### src/verilog/dupc_map.svh
// Constants and notes on behaviour for the dual UART pin, mode and reset control
// Notes on behaviour
// - Line transmit outputs sit low during reset or when idle.
// - Channel B receive comes from line pin when select low, logic pin when high.
// - Channel B transmit stream also appears on a logic-level output.
// - Power-save while asleep isolates host bus from the core.
// - Autosleep high stops charge pump only in partial sleep, oscillator stopped.
// - Bus-style strap high selects strobe mode, low selects direction mode.
// - Reset polarity is high in strobe mode, low in direction mode.
// - Reset held for at least one 100 ns cycle is seen; a 40 ns pulse may be missed.
// - During reset the internal transmit is high and receive is ignored.
// - Oscillator input is the timebase; a buffered copy is driven out.
// - In direction mode the second select pin picks channel A or B.
`ifndef DUPC_MAP_SVH
`define DUPC_MAP_SVH
`define DUPC_CLK_PERIOD_NS 100
`define DUPC_RST_MIN_NS 40
`define DUPC_RST_MIN_CYC ((`DUPC_RST_MIN_NS + `DUPC_CLK_PERIOD_NS - 1) / `DUPC_CLK_PERIOD_NS)
`define DUPC_RST_SYNC_STAGES 2
`define DUPC_TX_IDLE 1'b1
`define DUPC_CHAN_A 1'b0
`define DUPC_CHAN_B 1'b1
`endif

### src/verilog/dupc_pkg.sv
// Types shared by the pin, mode and reset control
package dupc_pkg;
    typedef enum logic {DUPC_BUS_DIR, DUPC_BUS_STROBE} dupc_bus_mode_t;
endpackage

### src/verilog/dupc_sync.sv
// Two-flop synchroniser for pin inputs
`timescale 1ns/1ps
module dupc_sync #(
    parameter int WIDTH = 1
) (
    input wire logic core_clk_i,
    input wire logic arst_n_i,
    input wire logic [WIDTH-1:0] async_i,
    output logic [WIDTH-1:0] sync_o
);
    logic [WIDTH-1:0] meta;
    always_ff @(posedge core_clk_i or negedge arst_n_i) begin
        if (!arst_n_i) begin
            meta <= '0;
            sync_o <= '0;
        end else begin
            meta <= async_i;
            sync_o <= meta;
        end
    end
endmodule

### src/verilog/dupc_top.sv
// Pin-level mode, channel select, power and reset control of a two-channel UART
`timescale 1ns/1ps
`include "dupc_map.svh"
module dupc_top (
    // Clock and power-on reset
    input wire logic core_clk_i,
    input wire logic arst_n_i,
    // Straps and ancillary pins
    input wire logic bus_mode_strap_i,
    input wire logic reset_pin_i,
    input wire logic bus_isolate_in_i,
    input wire logic charge_pump_autosleep_i,
    input wire logic chan_b_rx_source_sel_i,
    input wire logic chip_sel_chan_b_i,
    input wire logic osc_in_i,
    // Core sleep state
    input wire logic core_asleep_i,
    input wire logic osc_stopped_i,
    // Core serial streams (inverted line polarity: idle high)
    input wire logic core_tx_a_i,
    input wire logic core_tx_b_i,
    input wire logic core_tx_active_a_i,
    input wire logic core_tx_active_b_i,
    // Serial pins
    input wire logic line_rx_chan_a_i,
    input wire logic line_rx_chan_b_i,
    input wire logic logic_rx_chan_b_i,
    output logic line_tx_chan_a_o,
    output logic line_tx_chan_b_o,
    output logic logic_tx_chan_b_o,
    // To the core
    output logic core_rx_a_o,
    output logic core_rx_b_o,
    output logic core_rst_o,
    output dupc_pkg::dupc_bus_mode_t bus_mode_o,
    output logic bus_isolate_o,
    output logic chan_select_addr_o,
    output logic charge_pump_off_o,
    output logic osc_buffered_out_o
);
    import dupc_pkg::*;

    // Slots of the pins in the synchroniser word
    localparam int NSYNC = 9;
    localparam int PIN_STRAP = 8;
    localparam int PIN_RST = 7;
    localparam int PIN_ISO = 6;
    localparam int PIN_ACP = 5;
    localparam int PIN_RXSEL = 4;
    localparam int PIN_CSB = 3;
    localparam int PIN_RXA = 2;
    localparam int PIN_RXB_LINE = 1;
    localparam int PIN_RXB_LOGIC = 0;

    wire [NSYNC-1:0] pins_raw;
    logic [NSYNC-1:0] pins_s;
    logic strap_s;
    logic rst_pin_s;
    logic iso_s;
    logic acp_s;
    logic rxsel_s;
    logic csb_s;
    logic rxa_s;
    logic rxb_line_s;
    logic rxb_logic_s;

    // Every pin from outside the clock domain except the oscillator input goes through the two flops
    assign pins_raw[PIN_STRAP] = bus_mode_strap_i;
    assign pins_raw[PIN_RST] = reset_pin_i;
    assign pins_raw[PIN_ISO] = bus_isolate_in_i;
    assign pins_raw[PIN_ACP] = charge_pump_autosleep_i;
    assign pins_raw[PIN_RXSEL] = chan_b_rx_source_sel_i;
    assign pins_raw[PIN_CSB] = chip_sel_chan_b_i;
    assign pins_raw[PIN_RXA] = line_rx_chan_a_i;
    assign pins_raw[PIN_RXB_LINE] = line_rx_chan_b_i;
    assign pins_raw[PIN_RXB_LOGIC] = logic_rx_chan_b_i;

    dupc_sync #(.WIDTH(NSYNC)) u_sync (
        .core_clk_i(core_clk_i),
        .arst_n_i(arst_n_i),
        .async_i(pins_raw),
        .sync_o(pins_s)
    );

    // Named views of the synchronised pins
    assign strap_s = pins_s[PIN_STRAP];
    assign rst_pin_s = pins_s[PIN_RST];
    assign iso_s = pins_s[PIN_ISO];
    assign acp_s = pins_s[PIN_ACP];
    assign rxsel_s = pins_s[PIN_RXSEL];
    assign csb_s = pins_s[PIN_CSB];
    assign rxa_s = pins_s[PIN_RXA];
    assign rxb_line_s = pins_s[PIN_RXB_LINE];
    assign rxb_logic_s = pins_s[PIN_RXB_LOGIC];

    // Strap is caught only once the synchroniser holds the real pin level;
    // taking it on the first edge would read the flops' reset value instead
    logic [`DUPC_RST_SYNC_STAGES-1:0] sync_fill;
    wire strap_valid;
    logic strap_seen;
    dupc_bus_mode_t bus_mode;
    // Fills with ones as the synchroniser fills with pin samples
    always_ff @(posedge core_clk_i or negedge arst_n_i) begin
        if (!arst_n_i) begin
            sync_fill <= '0;
        end else begin
            sync_fill <= {sync_fill[`DUPC_RST_SYNC_STAGES-2:0], 1'b1};
        end
    end
    assign strap_valid = sync_fill[`DUPC_RST_SYNC_STAGES-1];

    always_ff @(posedge core_clk_i or negedge arst_n_i) begin
        if (!arst_n_i) begin
            strap_seen <= 1'b0;
            bus_mode <= DUPC_BUS_DIR;
        end else if (strap_valid && !strap_seen) begin
            strap_seen <= 1'b1;
            bus_mode <= strap_s ? DUPC_BUS_STROBE : DUPC_BUS_DIR;
        end
    end
    assign bus_mode_o = bus_mode;

    // Active level of the reset pin depends on the bus style; until the strap
    // is known the block stays in reset whatever the pin shows
    wire rst_pin_active;
    wire rst_req;
    assign rst_pin_active = (bus_mode == DUPC_BUS_STROBE) ? rst_pin_s : !rst_pin_s;
    assign rst_req = !strap_seen || rst_pin_active;

    // Assert at once, release through two extra flops so all leave together.
    // A 40 ns pulse is shorter than one 100 ns cycle; pulses below a cycle may be missed.
    logic [`DUPC_RST_SYNC_STAGES-1:0] rst_pipe;
    always_ff @(posedge core_clk_i or negedge arst_n_i) begin
        if (!arst_n_i) begin
            rst_pipe <= '1;
        end else begin
            rst_pipe <= {rst_pipe[`DUPC_RST_SYNC_STAGES-2:0], rst_req};
        end
    end
    wire in_reset;
    assign in_reset = rst_req || (|rst_pipe);

    // Per-channel transmit path, index 0 is channel A and 1 is channel B
    localparam int NCHAN = 2;
    wire [NCHAN-1:0] core_tx_v;
    wire [NCHAN-1:0] core_act_v;
    wire [NCHAN-1:0] tx_int_v;
    wire [NCHAN-1:0] next_line_tx;
    assign core_tx_v = {core_tx_b_i, core_tx_a_i};
    assign core_act_v = {core_tx_active_b_i, core_tx_active_a_i};
    for (genvar ch = 0; ch < NCHAN; ch++) begin : g_tx
        assign tx_int_v[ch] = in_reset ? `DUPC_TX_IDLE : core_tx_v[ch];
        // Line drivers invert: internal high mark becomes low line level
        assign next_line_tx[ch] = !in_reset && core_act_v[ch] && !tx_int_v[ch];
    end

    // Channel B receive source; the line pin is inverted, the logic pin is not
    wire rxb_pick;
    wire next_rx_a;
    wire next_rx_b;
    assign rxb_pick = rxsel_s ? rxb_logic_s : !rxb_line_s;
    assign next_rx_a = in_reset ? `DUPC_TX_IDLE : !rxa_s;
    assign next_rx_b = in_reset ? `DUPC_TX_IDLE : rxb_pick;

    // Receive outputs rest at mark in reset, so the core sees no false start bit
    logic [NCHAN-1:0] line_tx_q;
    logic ltx_b_q;
    logic rx_a_q;
    logic rx_b_q;

    always_ff @(posedge core_clk_i or negedge arst_n_i) begin
        if (!arst_n_i) begin
            line_tx_q <= '0;
            ltx_b_q <= `DUPC_TX_IDLE;
            rx_a_q <= `DUPC_TX_IDLE;
            rx_b_q <= `DUPC_TX_IDLE;
        end else begin
            line_tx_q <= next_line_tx;
            // Logic-level copy of channel B for an outside transceiver
            ltx_b_q <= tx_int_v[1];
            rx_a_q <= next_rx_a;
            rx_b_q <= next_rx_b;
        end
    end
    assign line_tx_chan_a_o = line_tx_q[0];
    assign line_tx_chan_b_o = line_tx_q[1];
    assign logic_tx_chan_b_o = ltx_b_q;
    assign core_rx_a_o = rx_a_q;
    assign core_rx_b_o = rx_b_q;
    assign core_rst_o = in_reset;

    // Power controls
    wire next_iso;
    wire next_cp_off;
    wire next_chsel;
    // Isolation only while the core sleeps, so a busy host is never cut off
    assign next_iso = iso_s && core_asleep_i;
    // Oscillator stopped means partial sleep already, so the pump may go off
    assign next_cp_off = acp_s && osc_stopped_i;
    // Strobe style has a real second chip select, so no address bit there
    assign next_chsel = (bus_mode == DUPC_BUS_DIR) ? csb_s : `DUPC_CHAN_A;

    logic iso_q;
    logic cp_off_q;
    logic chsel_q;
    always_ff @(posedge core_clk_i or negedge arst_n_i) begin
        if (!arst_n_i) begin
            iso_q <= 1'b0;
            cp_off_q <= 1'b0;
            chsel_q <= `DUPC_CHAN_A;
        end else begin
            iso_q <= next_iso;
            cp_off_q <= next_cp_off;
            chsel_q <= next_chsel;
        end
    end
    assign bus_isolate_o = iso_q;
    assign charge_pump_off_o = cp_off_q;
    assign chan_select_addr_o = chsel_q;

    // Clock passes straight through; a flop would halve or delay it
    assign osc_buffered_out_o = osc_in_i;
endmodule

### config.mk
export PLATFORM = sky130hd
export DESIGN_NAME = dupc_top
export DESIGN_NICKNAME = d
export VERILOG_FILES = /design/src/verilog/dupc_pkg.sv /design/src/verilog/dupc_sync.sv /design/src/verilog/dupc_top.sv
export VERILOG_INCLUDE_DIRS = /design/src /design/src/verilog
export SDC_FILE = /design/constraint.sdc
export NUM_CORES = 1
export LEC_CHECK = 0
export BUFFER_PORTS_ARGS = -buffer_cell sky130_fd_sc_hd__buf_2
export CORE_ASPECT_RATIO = 1.2
export CORE_MARGIN = 2
export CORE_UTILIZATION = 30
export DETAILED_ROUTE_END_ITERATION = 16
export GPL_TIMING_DRIVEN = 0
export PLACE_DENSITY_LB_ADDON = 0.08
export SLEW_MARGIN = 15
export SYNTH_ARGS = -nofsm -noshare
export SYNTH_HDL_FRONTEND = slang
export SYNTH_HIERARCHICAL = 1
export SYNTH_SLANG_ARGS = --single-unit
### constraint.sdc
create_clock -name core_clk_i -period 1.5 [get_ports core_clk_i]
set_clock_uncertainty 0.2 [all_clocks]
set_input_delay 0.15 -clock core_clk_i [delete_from_list [all_inputs] [get_ports core_clk_i]]
set_output_delay 0.15 -clock core_clk_i [all_outputs]
set_load 0.01 [all_outputs]
==> results of run 1 <==
[layer usage]
layer	up-vias	GRT usage [%]	part of all wire, %	routed length [µm]
li1	267	-	-	-
met1	247	9.603	40	553
met2	26	16.07	51	714
met3	2	5.906	8.6	121
met4	0	5.488	0.71	10
met5	-	0	0	0
[timing repair]
item	in CTS	in global routing
buffers inserted	2	1
resized for setup	3	0
setup endpoints to repair	1	1
pin swaps	1	0
hold buffers	16	0
endpoints found under the hold margin	41	0
[power by group through the flow]
stage	sequential, mW	combinational (mW)	clock (mW)
after detailed placement	0.961	0.112	0
after floorplan	0.967	0.0381	0
final	0.950	0.158	0.487
after CTS	0.951	0.162	0.523
after global placement	0.960	0.110	0
after global routing	0.957	0.179	0.569
[critical path, stage by stage (launching register included)]
cell	delay, ps
dfrtp_1	440
xor2_4	190
nand2_1	60
buf_2	140
[kinds of logic after synthesis]
kind of cell              Yosys count
xor gates and xnor gates            1
buffers and inverters               1
muxes                               1
other                               1
and+or+nand+nor                    15
DFF                                32
[cells in the mapped netlist]
cell	number	share of area, %
dfstp_2	5	14
mux2_1	1	1.2
and2_1	2	1.3
dfrtp_1	27	71
nor3b_2	1	1.3
nor2b_1	1	0.66
and2b_2	1	0.92
buf_4	1	0.79
conb_1	1	0.40
nand3_1	1	0.53
or2_2	2	1.3
nand2_1	3	1.2
xor2_2	1	1.7
nand3b_1	1	0.79
nand4_1	1	0.66
and4b_1	2	2.1
[sequential cells by signal (all words and copies together), names as in the netlist, 2 cells and up]
signal,count
line_tx_q,2
sync_fill,2
rst_pipe,2
u_sync/meta,9
u_sync/sync_o,9
[cell type report]
class                      instances  area, µm²  area share, %
buffer                             1      7.507         0.5396
timing repair buffer              46      317.8          22.84
clock buffer                       6      51.30          3.687
clock inverter                     2      10.01         0.7194
sequential                        32      808.3          58.09
tap                               36      45.04          3.237
multi-input combinational         18      151.4          10.88
[path summary, 6_finish.rpt]
kind,from,endpoint,slack [ps],cells past startpoint
max,u_sync/sync_o[7],core_rst_o,7,3
min,u_sync/meta[4],u_sync/sync_o[4],150,0
max reg2reg,strap_seen,bus_mode_o,210,3
min reg2reg,u_sync/meta[4],u_sync/sync_o[4],150,0
max in group asynchronous,arst_n_i,bus_mode_o,440,2
min in group asynchronous,arst_n_i,line_tx_q[1],190,2
[stage by stage]
stage          cells  power (mW)  hold slack (ps)
2_1_floorplan     51       1.005           -345.6
3_3_place_gp     114       1.070            21.62
3_5_place_dp     114       1.073            35.62
4_1_cts          140       1.635            155.6
5_1_grt          141       1.705            161.4
6_report         141       1.595            153.4
==> impl_metrics.env, run 1 <==
export IMPL_status="finished, final reports clean"
export IMPL_viasPerCell=3.844
export IMPL_nets=122
export IMPL_rsz0062_at_grt="yes"
export IMPL_tightest_slew_ps=659.5
export IMPL_crit_arrival_ps=1140
export IMPL_fmax_ghz=0.6698
export IMPL_clockPowerShare_pct=30.5
export IMPL_clockRootBuffer="clkbuf_4"
export IMPL_syn_avg_cell_area_um2=18.60
export IMPL_dpl_worst_slack_ps=162.2
export IMPL_setup_tns_ps=0
export IMPL_synth_xor_area_share_pct=1.715
export IMPL_syn_area_um2=948.4
export IMPL_ys_seq_elements=32
export IMPL_finalSetupViolCount=0
export IMPL_die_w_um=55.33
export IMPL_cts_buffers=5
export IMPL_grt_pass1_vias=597
export IMPL_diodes=0
export IMPL_layout_cells_most_common="buf_2"
export IMPL_synth_top_family_by_area="simple AND/OR/NAND/NOR gates"
export IMPL_leakage_nw=0.6596
export IMPL_synth_compound_area_share_pct=0
export IMPL_fin_area_mm2=0.001391
export IMPL_final_util_pct=45.95
export IMPL_hold_viol=0
export IMPL_cp_required_ps=1150
export IMPL_final_cell_mix="27 x buf_2, 26 x dfrtp_1, 16 x dlygate4sd3_1"
export IMPL_antenna_found_initial=0
export IMPL_power_switching_mw=0.3560
export IMPL_core_region_area_mm2=0.003028
export IMPL_slew_viol_final=0
export IMPL_gp_congestion=0.6264
export IMPL_crit_path_max_fanout=2
export IMPL_grt_overflow=0
export IMPL_ys_seq_area_share_pct=85.09
export IMPL_wl_per_cell_um=9.929
export IMPL_p_seq_share_pct=59.6
export IMPL_clk_pin_slew_ps=90
export IMPL_drive_gt1_share_pct=47.62
export IMPL_place_area_mm2=0.001129
export IMPL_cts_tree="yes"
export IMPL_core_rowCount=22
export IMPL_die_area_mm2=0.003629
export IMPL_end_kind="output port"
export IMPL_pwr_share_comb_pct=9.9
export IMPL_clk_latency_ps=310
export IMPL_synth_simple_area_share_pct=10.82
export IMPL_port_buffers=27
export IMPL_cts_buffer_depth=2
export IMPL_synth_mux_area_share_pct=1.187
export IMPL_grt_usage_pct=9.821
export IMPL_drcViolationCount=0
export IMPL_n_fill_cell=279
export IMPL_grt_max_degree=33
export IMPL_synth_cell_types=16
export IMPL_irDropWorstVdd_v=0.0008640
export IMPL_num_vias=542
export IMPL_synth_fa_ha_area_share_pct=0
export IMPL_syn_to_final_growth_pct=46.70
export IMPL_drt_iter0_drc=1
export IMPL_wirelength_mm=1.400
export IMPL_maxCapViolations=0
export IMPL_worst_setup_path_type="register to output port"
export IMPL_yosysWarnings=6
export IMPL_switching_share_pct=22.32
export IMPL_die_h_um=65.59
export IMPL_ios=29
export IMPL_start_util_pct=31.32
export IMPL_setup_ws_ps=6.993
export IMPL_drt_pass1_iterations=3
export IMPL_hold_path_class="register to register"
export IMPL_p_per_area_mw_per_mm2=1147
export IMPL_p_int_mw=1.239
export IMPL_synthCells=51
export IMPL_finalCritPeriodShare_pct=99.53
export IMPL_worstSetupStartpointType="register"
export IMPL_relSlewSlack_pct=56.03
export IMPL_cts_sinks=32
export IMPL_fin_crit_ps=1493
export IMPL_ant_nets=0
export IMPL_cts_max_level=2
export IMPL_grt_pass1_wl_mm=2.553
export IMPL_synth_nets=69
Power figures use the tool's default switching activity.
==> run 2: changes to the inputs <==
- ABC_AREA: not set -> 1
- PLACE_DENSITY_LB_ADDON: 0.08 -> 0.2
==> impl_metrics.env, run 2 <==
export IMPL_violations="setup timing"
export IMPL_synth_xor_area_share_pct=0
export IMPL_cp_required_ps=1150
export IMPL_die_h_um=65.88
export IMPL_die_w_um=55.57
export IMPL_synth_area_leaders="dfrtp_1 71%, dfstp_2 14%, nand2_1 3.1%"
export IMPL_viasPerCell=3.908
export IMPL_crit_arrival_ps=1160
export IMPL_synth_nets=81
export IMPL_grt_pass1_vias=626
export IMPL_grt_overflow=0
export IMPL_worstReg2RegEnd="line_tx_q[1]"
export IMPL_critPathSlowestCell="dfrtp_1"
export IMPL_clockRootBuffer="clkbuf_4"
export IMPL_r2r_slack_ps=280
export IMPL_synth_top_family_by_area="simple AND/OR/NAND/NOR gates"
export IMPL_grt_usage_pct=8.968
export IMPL_crit_path_max_incr_delay_ps=420
export IMPL_rsz0062_at_grt="yes"
export IMPL_met3_usage_pct=5.088
export IMPL_cts_max_level=2
export IMPL_finalCritPeriodShare_pct=100.8
export IMPL_synth_compound_area_share_pct=0.5229
export IMPL_synth_fa_ha_area_share_pct=0
export IMPL_syn_avg_cell_area_um2=15.19
export IMPL_cts_sinks=32
export IMPL_die_area_mm2=0.003660
export IMPL_hold_viol=0
export IMPL_power_total_mw=1.832
export IMPL_setup_tns_ps=-12.37
export IMPL_gp_congestion=0.6289
export IMPL_grt_pass1_wl_mm=2.421
export IMPL_worstHoldStart="sync_fill[0]"
export IMPL_dpl_worst_slack_ps=230.1
export IMPL_place_area_mm2=0.001137
export IMPL_reg_top3="u_sync/meta (9), u_sync/sync_o (9)"
export IMPL_start_util_pct=31.33
export IMPL_cp_buffers_inverters=1
export IMPL_maxCapViolations=0
export IMPL_ys_top_cells_by_count="27 x dfrtp_1, 8 x nand2_1, 7 x inv_1"
export IMPL_fin_area_mm2=0.001389
export IMPL_num_vias=594
export IMPL_drt_pass1_iterations=1
export IMPL_synth_top_area_share_pct=70.59
export IMPL_drt_iter0_drc=0
export IMPL_worst_setup_path_type="register to output port"
export IMPL_crit_path_max_fanout=4
export IMPL_cts_tree="yes"
export IMPL_synth_edf_count=0
export IMPL_setup_ws_ps=-12.37
export IMPL_wirelength_mm=1.328
export IMPL_syn_to_final_growth_pct=45.10
export IMPL_hold_depth=0
export IMPL_synthCells=63
export IMPL_clk_pin_slew_ps=90
export IMPL_cts_buffer_depth=2
export IMPL_irDropWorstVdd_v=0.001077
export IMPL_fin_crit_ps=1512
export IMPL_synth_top_cell_by_area="dfrtp_1"
export IMPL_ys_seq_elements=32
export IMPL_drcViolationCount=0
export IMPL_yosysWarnings=6
export IMPL_port_buffers=27
export IMPL_cts_buffers=5
export IMPL_dp_cells=126
export IMPL_busiest_layer="met2"
export IMPL_drive_gt1_share_pct=41.38
export IMPL_finalSetupViolCount=1
export IMPL_nets=133
export IMPL_grt_max_degree=33
export IMPL_n_fill_cell=290
export IMPL_diodes=0
export IMPL_relSlewSlack_pct=56.81
export IMPL_reg2regPathDepth=6
export IMPL_leakage_nw=0.6952
export IMPL_synth_mux_area_share_pct=0
export IMPL_cp_common_cell="nand2_1"
export IMPL_clk_latency_ps=310
export IMPL_end_kind="output port"
export IMPL_fmax_ghz=0.6612
export IMPL_p_per_area_mw_per_mm2=1319
export IMPL_ys_seq_area_share_pct=84.31
export IMPL_ant_nets=0
export IMPL_use_met2_pct=15.03
export IMPL_final_cell_mix="27 x dfrtp_1, 27 x buf_2, 16 x dlygate4sd3_1"
export IMPL_r2r_start="bus_mode_o"
export IMPL_grtUsageMet1_pct=8.481
export IMPL_stdcell_count=152
export IMPL_path_delay_family="flip-flops"
export IMPL_hold_path_class="register to register"
export IMPL_tightest_slew_ps=647.9
export IMPL_path_depth=5
export IMPL_status="finished, violations left"
export IMPL_syn_area_um2=957.2
export IMPL_wl_per_cell_um=8.737
export IMPL_worstSetupStartpointType="register"
export IMPL_dpl_hpwl_um=893.5
export IMPL_core_region_area_mm2=0.003055
export IMPL_core_rowCount=22
export IMPL_slew_viol_final=0
export IMPL_synth_simple_area_share_pct=11.24
export IMPL_antenna_found_initial=0
export IMPL_ctsResizeCount=0
export IMPL_ios=29
export IMPL_ys_flop_type="dfrtp_1"
export IMPL_synth_cell_types=13
export IMPL_crit_chain="nand2_1, nand2_2, nor2_4, nand2_1, buf_2"
export IMPL_yosysMostFrequentCell="dfrtp_1"
export IMPL_holdPathEnd="sync_fill[1]"
export IMPL_synthArstFlopShare_pct=100.0
==> run 2: changes by cell type in the layout (fill, tap and decap cells not counted), moves of 2 or more <==
cell	before	now
inv_1	0	7
nand2_1	3	8
nand3_1	1	4
nor2_1	0	3
nor2_2	0	3
and2_1	2	0
and4b_1	2	0
or2_2	2	0
==> run 2: layout make-up <==
| cell class | count | area [µm²] | area share, % |
|---|---|---|---|
| inverter | 7 | 26.28 | 1.892 |
| tap | 36 | 45.04 | 3.243 |
| sequential | 32 | 807.0 | 58.11 |
| timing repair buffer | 45 | 310.3 | 22.34 |
| clock inverter | 2 | 35.03 | 2.523 |
| multi-input combinational | 23 | 116.4 | 8.378 |
| buffer | 1 | 7.507 | 0.5405 |
| clock buffer | 6 | 41.29 | 2.973 |
==> run 2: power by group <==
part | total (mW) | switching, mW | internal, mW | leakage [nW]
logic | 0.235 | 0.117 | 0.118 | 0.279
registers | 0.986 | 0.0335 | 0.953 | 0.374
clock network | 0.610 | 0.261 | 0.349 | 0.0422
==> run 2: how the worst max path moves through the flow <==
stage,end,from,slack [ps]
after floorplan,core_rst_o,bus_mode_o,340
after global placement,core_rst_o,bus_mode_o,240
after detailed placement,core_rst_o,bus_mode_o,230
after CTS,core_rst_o,bus_mode_o,-60
after global routing,core_rst_o,bus_mode_o,-100
final,core_rst_o,bus_mode_o,-10
==> run 2: layer usage <==
| layer | wire (µm) | part of all wire [%] | vias to the layer above |
|---|---|---|---|
| met3 | 96 | 7.2 | 4 |
| li1 | - | - | 291 |
| met4 | 12 | 0.90 | 0 |
| met2 | 723 | 54 | 16 |
| met1 | 495 | 37 | 283 |
| met5 | 0 | 0 | - |
==> run 2: per-stage QoR <==
stage	hold slack [ps]	util, %
after floorplan	-345.6	-
after global placement	19.77	37.22
after detailed placement	24.05	37.22
after CTS	157.2	45.45
after global routing	161.1	45.45
final	154.3	45.45
==> run 2: cell families (layout without fill, tap and decap cells) <==
kind of cell	after synthesis	in the layout
AND/OR/NAND/NOR	21	21
AO/OA/AOI/OAI	1	1
buffers and inverters	8	61
other	1	1
flip-flops	32	32
==> run 2: timing repair <==
action,in CTS,in global routing
hold endpoints to repair,41,0
buffers inserted,2,0
endpoints found under the setup margin,1,1
hold buffers,16,0
pin swaps,1,2
==> run 3: changes to the inputs <==
- GPL_TIMING_DRIVEN: 0 -> not set
- REMOVE_ABC_BUFFERS: not set -> 1
==> impl_metrics.env, run 3 (synthesis results as in run 2) <==
export IMPL_stdcell_count=150
export IMPL_drive_gt1_share_pct=41.23
export IMPL_fin_crit_ps=1509
export IMPL_clk_latency_ps=310
export IMPL_maxCapViolations=0
export IMPL_layout_cells_most_common="dfrtp_1"
export IMPL_violations="setup timing"
export IMPL_grt_pass1_wl_mm=2.256
export IMPL_drcViolationCount=0
export IMPL_viasPerCell=3.880
export IMPL_leakage_nw=0.6864
export IMPL_start_util_pct=31.33
export IMPL_diodes=0
export IMPL_syn_to_final_growth_pct=43.40
export IMPL_rsz0062_at_grt="yes"
export IMPL_nets=132
export IMPL_ios=29
export IMPL_critPathSlowestCell="dfrtp_1"
export IMPL_irDropWorstVdd_v=0.0007189
export IMPL_crit_chain="nand2_1, nand2_2, nor2_4, nand2_1, buf_2"
export IMPL_die_h_um=65.88
export IMPL_grt_pass1_vias=552
export IMPL_place_area_mm2=0.001132
export IMPL_setup_ws_ps=-8.555
export IMPL_dp_cells=125
export IMPL_worst_setup_path_type="register to output port"
export IMPL_wirelength_mm=1.359
export IMPL_cp_buffers_inverters=1
export IMPL_finalSetupViolCount=1
export IMPL_crit_path_max_incr_delay_ps=420
export IMPL_fmax_ghz=0.6629
export IMPL_die_area_mm2=0.003660
export IMPL_dpl_hpwl_um=864.5
export IMPL_power_total_mw=1.743
export IMPL_core_region_area_mm2=0.003055
export IMPL_grt_max_degree=33
export IMPL_hold_path_class="input port to output port"
export IMPL_cts_tree="yes"
export IMPL_num_vias=582
export IMPL_die_w_um=55.57
export IMPL_p_per_area_mw_per_mm2=1270
export IMPL_reg_top3="u_sync/meta (9), u_sync/sync_o (9)"
export IMPL_cts_buffer_depth=2
export IMPL_antenna_found_initial=0
export IMPL_clockRootBuffer="clkbuf_4"
export IMPL_cp_required_ps=1150
export IMPL_path_delay_family="flip-flops"
export IMPL_end_kind="output port"
export IMPL_port_buffers=26
export IMPL_n_fill_cell=297
export IMPL_cts_max_level=2
export IMPL_status="finished, violations left"
export IMPL_core_rowCount=22
export IMPL_grt_usage_pct=8.786
export IMPL_worstSetupStartpointType="register"
export IMPL_cts_buffers=5
export IMPL_crit_path_max_fanout=3
export IMPL_wl_per_cell_um=9.060
export IMPL_final_cell_mix="27 x dfrtp_1, 26 x buf_2, 16 x dlygate4sd3_1"
export IMPL_ant_nets=0
export IMPL_finalCritPeriodShare_pct=100.6
export IMPL_cts_sinks=32
export IMPL_grt_overflow=0
export IMPL_slew_viol_final=0
export IMPL_crit_arrival_ps=1160
export IMPL_hold_viol=0
export IMPL_drt_pass1_iterations=2
export IMPL_final_util_pct=44.92
export IMPL_cp_common_cell="nand2_1"
export IMPL_gp_congestion=0.6290
export IMPL_fin_area_mm2=0.001373
export IMPL_clk_pin_slew_ps=90
export IMPL_drt_iter0_drc=11
## run 3: power breakdown
| group | total, mW | switching, mW | internal, mW |
|---|---|---|---|
| Sequential | 0.985 | 0.0318 | 0.953 |
| Combinational | 0.237 | 0.120 | 0.118 |
| Clock | 0.521 | 0.256 | 0.266 |
| Total | 1.74 | 0.407 | 1.34 |
## run 3: through the flow
stage | hold slack, ps | setup WS [ps] | setup TNS [ps]
floorplan | -345.6 | 342.5 | 0
global placement | -20.68 | 264.3 | 0
detailed placement | -12.42 | 240.9 | 0
CTS | 100.1 | -60.90 | -60.90
global route | 100.1 | -90.70 | -90.70
finish | 100.0 | -8.555 | -8.555
## run 3: worst reg2reg max path, cell delays in order, from the launching register on
cell	delay, ps
dfrtp_1	420
nand2_1	90
nand2_2	60
nor2_4	90
buf_4	140
nand3_2	80
nor2_2	80
## run 3: path summary, 6_finish.rpt
kind | slack (ps) | startpoint | cells after the start | endpoint
setup / recovery | -9 | bus_mode_o | 5 | core_rst_o
hold / removal | 100 | osc_in_i | 0 | osc_buffered_out_o
setup reg to reg | 290 | bus_mode_o | 6 | line_tx_q[1]
hold reg to reg | 150 | u_sync/meta[8] | 0 | u_sync/sync_o[8]
max in group asynchronous | 610 | arst_n_i | 3 | core_rx_b_o
min in group asynchronous | 170 | arst_n_i | 3 | u_sync/meta[3]
## run 3: area by class of cell
| class | count | area (µm²) | share of cell area [%] |
|---|---|---|---|
| Clock buffer | 7 | 65.06 | 4.740 |
| Inverter | 7 | 26.28 | 1.914 |
| Multi-Input combinational cell | 23 | 116.4 | 8.478 |
| Sequential cell | 32 | 807.0 | 58.80 |
| Tap cell | 36 | 45.04 | 3.282 |
| Timing Repair Buffer | 45 | 312.8 | 22.79 |
## run 3: routing by layer
layer / vias up / share of wire [%] / track usage [%]
met3: 4 / 6.9 / 5.284
met4: 0 / 2.4 / 6.402
met1: 271 / 40 / 8.696
met5: - / 0 / 0
met2: 19 / 51 / 13.54
li1: 288 / - / -
## run 3: what timing repair did
action | in CTS | in global routing
gates cloned | 0 | 0
setup buffers | 2 | 0
pin swaps | 1 | 2
hold endpoints to repair | 46 | 0
setup endpoints to repair | 1 | 1
hold buffers | 16 | 0
resized for setup | 0 | 0
